### src/core/tim_reg_count.sv
`timescale 1ns/10ps
module tim_reg_count #(
  parameter int WIDTH = 16,
  parameter int CNT_W = 5
) (
  // register list in, selected count out
  input wire logic [WIDTH-1:0] reg_list,
  output logic [CNT_W-1:0] count
);
  always_comb begin
    count = '0;
    for (int i = 0; i < WIDTH; i++) begin
      count = count + CNT_W'(reg_list[i]);
    end
  end
endmodule

### config.mk
export PLATFORM = sky130hd
export DESIGN_NAME = tim_reg_count
export DESIGN_NICKNAME = d
export VERILOG_FILES = /design/src/core/tim_reg_count.sv
export SDC_FILE = /design/constraint.sdc
export NUM_CORES = 1
export LEC_CHECK = 0
export BUFFER_PORTS_ARGS = -buffer_cell sky130_fd_sc_hd__buf_2
export CORE_AREA = 10 10 47 49
export DETAILED_ROUTE_END_ITERATION = 8
export DIE_AREA = 0 0 57 59
export MAX_ROUTING_LAYER = met4
export REMOVE_ABC_BUFFERS = 1
export SYNTH_ARGS = -nofsm -noshare
export SYNTH_HDL_FRONTEND = slang
export SYNTH_SLANG_ARGS = --single-unit
### constraint.sdc
create_clock -name vclk -period 4.3
set_clock_uncertainty 0.2 [all_clocks]
set_input_delay 0.43 -clock vclk [all_inputs]
set_output_delay 0.43 -clock vclk [all_outputs]
set_load 0.005 [all_outputs]
Yosys cells after proc, flatten, opt, wreduce, memory -nomap -nowiden:

Cells that the tools add are included.

* flip-flop bits (word level): 0
* input bits: 16
* output and inout port bits: 5
* logic and storage cells: 15

* add/sub/neg operators: 15

Operators with widths (count)
* $add 5x1->5: 11
* $add 4x1->5: 1
* $add 3x1->4: 1
* $add 2x1->3: 1
* $add 1x1->2: 1

Longest topological paths before layout:

* depth in word-level cells: 15
* mapped depth: 12
* depth with buffers taken out: 12

Worst setup path before layout:

No wires, ideal clock.

* kind: input-to-output
* start point: input reg_list[0]
* end point: output count[4]
* arrival time: 3314 ps
* required time: 3670 ps
* setup slack: 356 ps
* cell stages on the path: 11
* path buffers: 0
* path through: inv_1 > fa_1 > fa_1 > fa_1 > fa_1 > inv_1 > ha_1 > inv_1 > fa_1 > nor2b_1 > o21a_1

* word-level cells in the longest chain between the ends: 15

Ends and longest elaborated chain
* start, declared: RTL line 7 `input wire logic [WIDTH-1:0] reg_list,`
* $add 1x1->2: RTL line 13 `count = count + CNT_W'(reg_list[i]);`
* $add 2x1->3: RTL line 13
* $add 3x1->4: RTL line 13
* $add 4x1->5: RTL line 13
* $add 5x1->5 (11 in series): RTL line 13
* end, declared: RTL line 8 `output logic [CNT_W-1:0] count`

No other way between the ends.

Worst setup path after layout:

* start point: input reg_list[5]
* end point: output count[4]

* word-level cells in the longest chain between the ends: 11

Ends and longest elaborated chain (RTL line)
* $add 5x1->5 (11 in series): 13

No other way between the ends.

==> run summary <==
Final min period - 4.07 ns
final setup fails - 0
IO buf count - 21
crit-path max cell delay - 0.55 ns
RSZ-0062 raised after global routing - no
Simple-Gate Fraction of Synth Area - 1.53%
DRT iter0 DRCs - 0
Yosys warning count - 0
Max Freq - 246 MHz
Netlist Area Pre-Place - 408 sq um
Adder-Cell Fraction of Synth Area - 64.4%
Detail Placement HPWL - 726 um
remaining antenna violation count - 0
Hold Crit Start - reg_list[2]
Compound-Gate Fraction of Synth Area - 5.83%
share of layout cells above drive strength 1 - 35.3%
drt pass-1 iters - 1
CP dominant cell by count - fa_1
crit-path cells - buf_2 > inv_1 > fa_1 > fa_1 > fa_1 > fa_1 > inv_1 > ha_2 > inv_1 > fa_2 > nor2b_1 > o21a_1 > buf_2
worst slew margin relative to its limit - 91.3%
Die Wd - 57 um
Seq/Total Area, Yosys - 0%
# clk buffers - 0
most frequent cells in the layout - inv_1 (26), buf_2 (21), fa_1 (9)
Least-Margin Pin Slew - 0.131 ns
Seq. cell area - 0 sq um
area grow syn2layout - 31.9%
Die Y - 59 um
wire per inst - 8.68 um
Crit Path Class - input port to primary output
vias in the first global route - 363
CP Data Required Time - 3.67 ns
# nets final - 101
Vias - 327
pin count of the biggest net entering global routing - 4
Hold Violations, Final - 0
outcome - complete, no violations
RD Place Congestion - 0.669
DP Worst Slack - 0.0334 ns
critical path startpoint - reg_list[5]
remaining global-route overflow - 0
Largest delay share family, worst path - adder cells
crit start category - input port
Setup Buffers After CTS - 0
commonest non-fill, non-tap cell in the layout - inv_1
max capacitance violation total - 0
Buf/Inv on CP - 5
crit end category - primary output
max-slew violation count - 0
Worst EP arrival - 3.44 ns
Max VDD drop - 0.000178 V
global-route wire length before repair - 1450 um
post-route DRC violation count - 0
total wire length - 729 um
Seq Cell Count - 0
setup TNS - 0 ns
hold-fix buffers at CTS - 0
initial core utilization - 29.1%
final worst slack - 0.228 ns
Yosys cell types - 8
main combinational cell family by area after synthesis - adder cells
antenna fix cells - 0
slowest CP cell - fa_1
Mapped Cells - 47
Die ar. - 3360 sq um
Core ar. - 1400 sq um
xor and xnor area share after synthesis - 4.29%
hold crit path type - input port to primary output
CP max FO - 2
Vias/cell - 3.89
mean post-synth cell area - 8.68 sq um
Leak - 0.000349 uW
row cnt - 14
antenna violations before repair - 0
mux contribution to synthesized area - 0%
total track usage - 4.88%
CTS resizes - 0
final period utilization - 94.7%
IO Count - 21
P per Cell Area - 438 nW/um^2
routing by layer:
metal	GRT usage, %	vias to the layer above	share of wire, %
met5	-	-	0
met4	0	0	0
met3	0.644	0	6.9
met2	8.68	16	47
met1	6.06	146	46
li1	-	165	-
path summary, 6_finish.rpt:
kind	to	cells after the start
setup / recovery	count[4]	13
hold / removal	count[0]	3
layout make-up:
| cell class | count | area, sq um |
|---|---|---|
| well taps | 16 | 20.0 |
| multi-input cells | 21 | 315 |
| inverters | 26 | 97.6 |
| repair buffers | 21 | 105 |
| fillers | 158 | 863 |
power breakdown:
group          leakage, uW  internal (uW)  switching (uW)
clock                    0              0               0
combinational     0.000349            123             113
sequential               0              0               0
kinds of logic (layout without fill, tap and decap cells):
logic type,after synthesis,after routing
and+or+nand+nor,1,1
adders and majority gates,15,15
AOI/OAI and AO/OA,3,3
buffers and inverters,26,47
xor gates and xnor gates,2,2
cells in the mapped netlist:
master | n | area [sq um]
inv_1 | 26 | 97.6
nor2b_1 | 1 | 6.26
a21oi_2 | 1 | 8.76
ha_1 | 5 | 62.6
xnor2_1 | 2 | 17.5
a21o_1 | 1 | 7.51
o21a_1 | 1 | 7.51
fa_1 | 10 | 200
tightest hold or removal path, delay by kind of cell:
kind / cells / cell delay, ns
adder cells (fa/ha/maj): 1 / 0.14
buffers and inverters: 2 / 0.18
stage by stage:
step | cells | hold slack (ns) | utilization [%] | total power [uW] | cell area (sq um)
6_report | 84 | 0.986 | 38.4 | 236 | 538
5_1_grt | 84 | 1.01 | 38.4 | 285 | 538
4_1_cts | 84 | 0.962 | 38.0 | 243 | 533
3_5_place_dp | 84 | 0.958 | 38.0 | 240 | 533
3_3_place_gp | 84 | 0.950 | 38.0 | 234 | 533
2_1_floorplan | 47 | 0.779 | - | 162 | 408
Note: power is estimated with default switching activity, not from simulation.
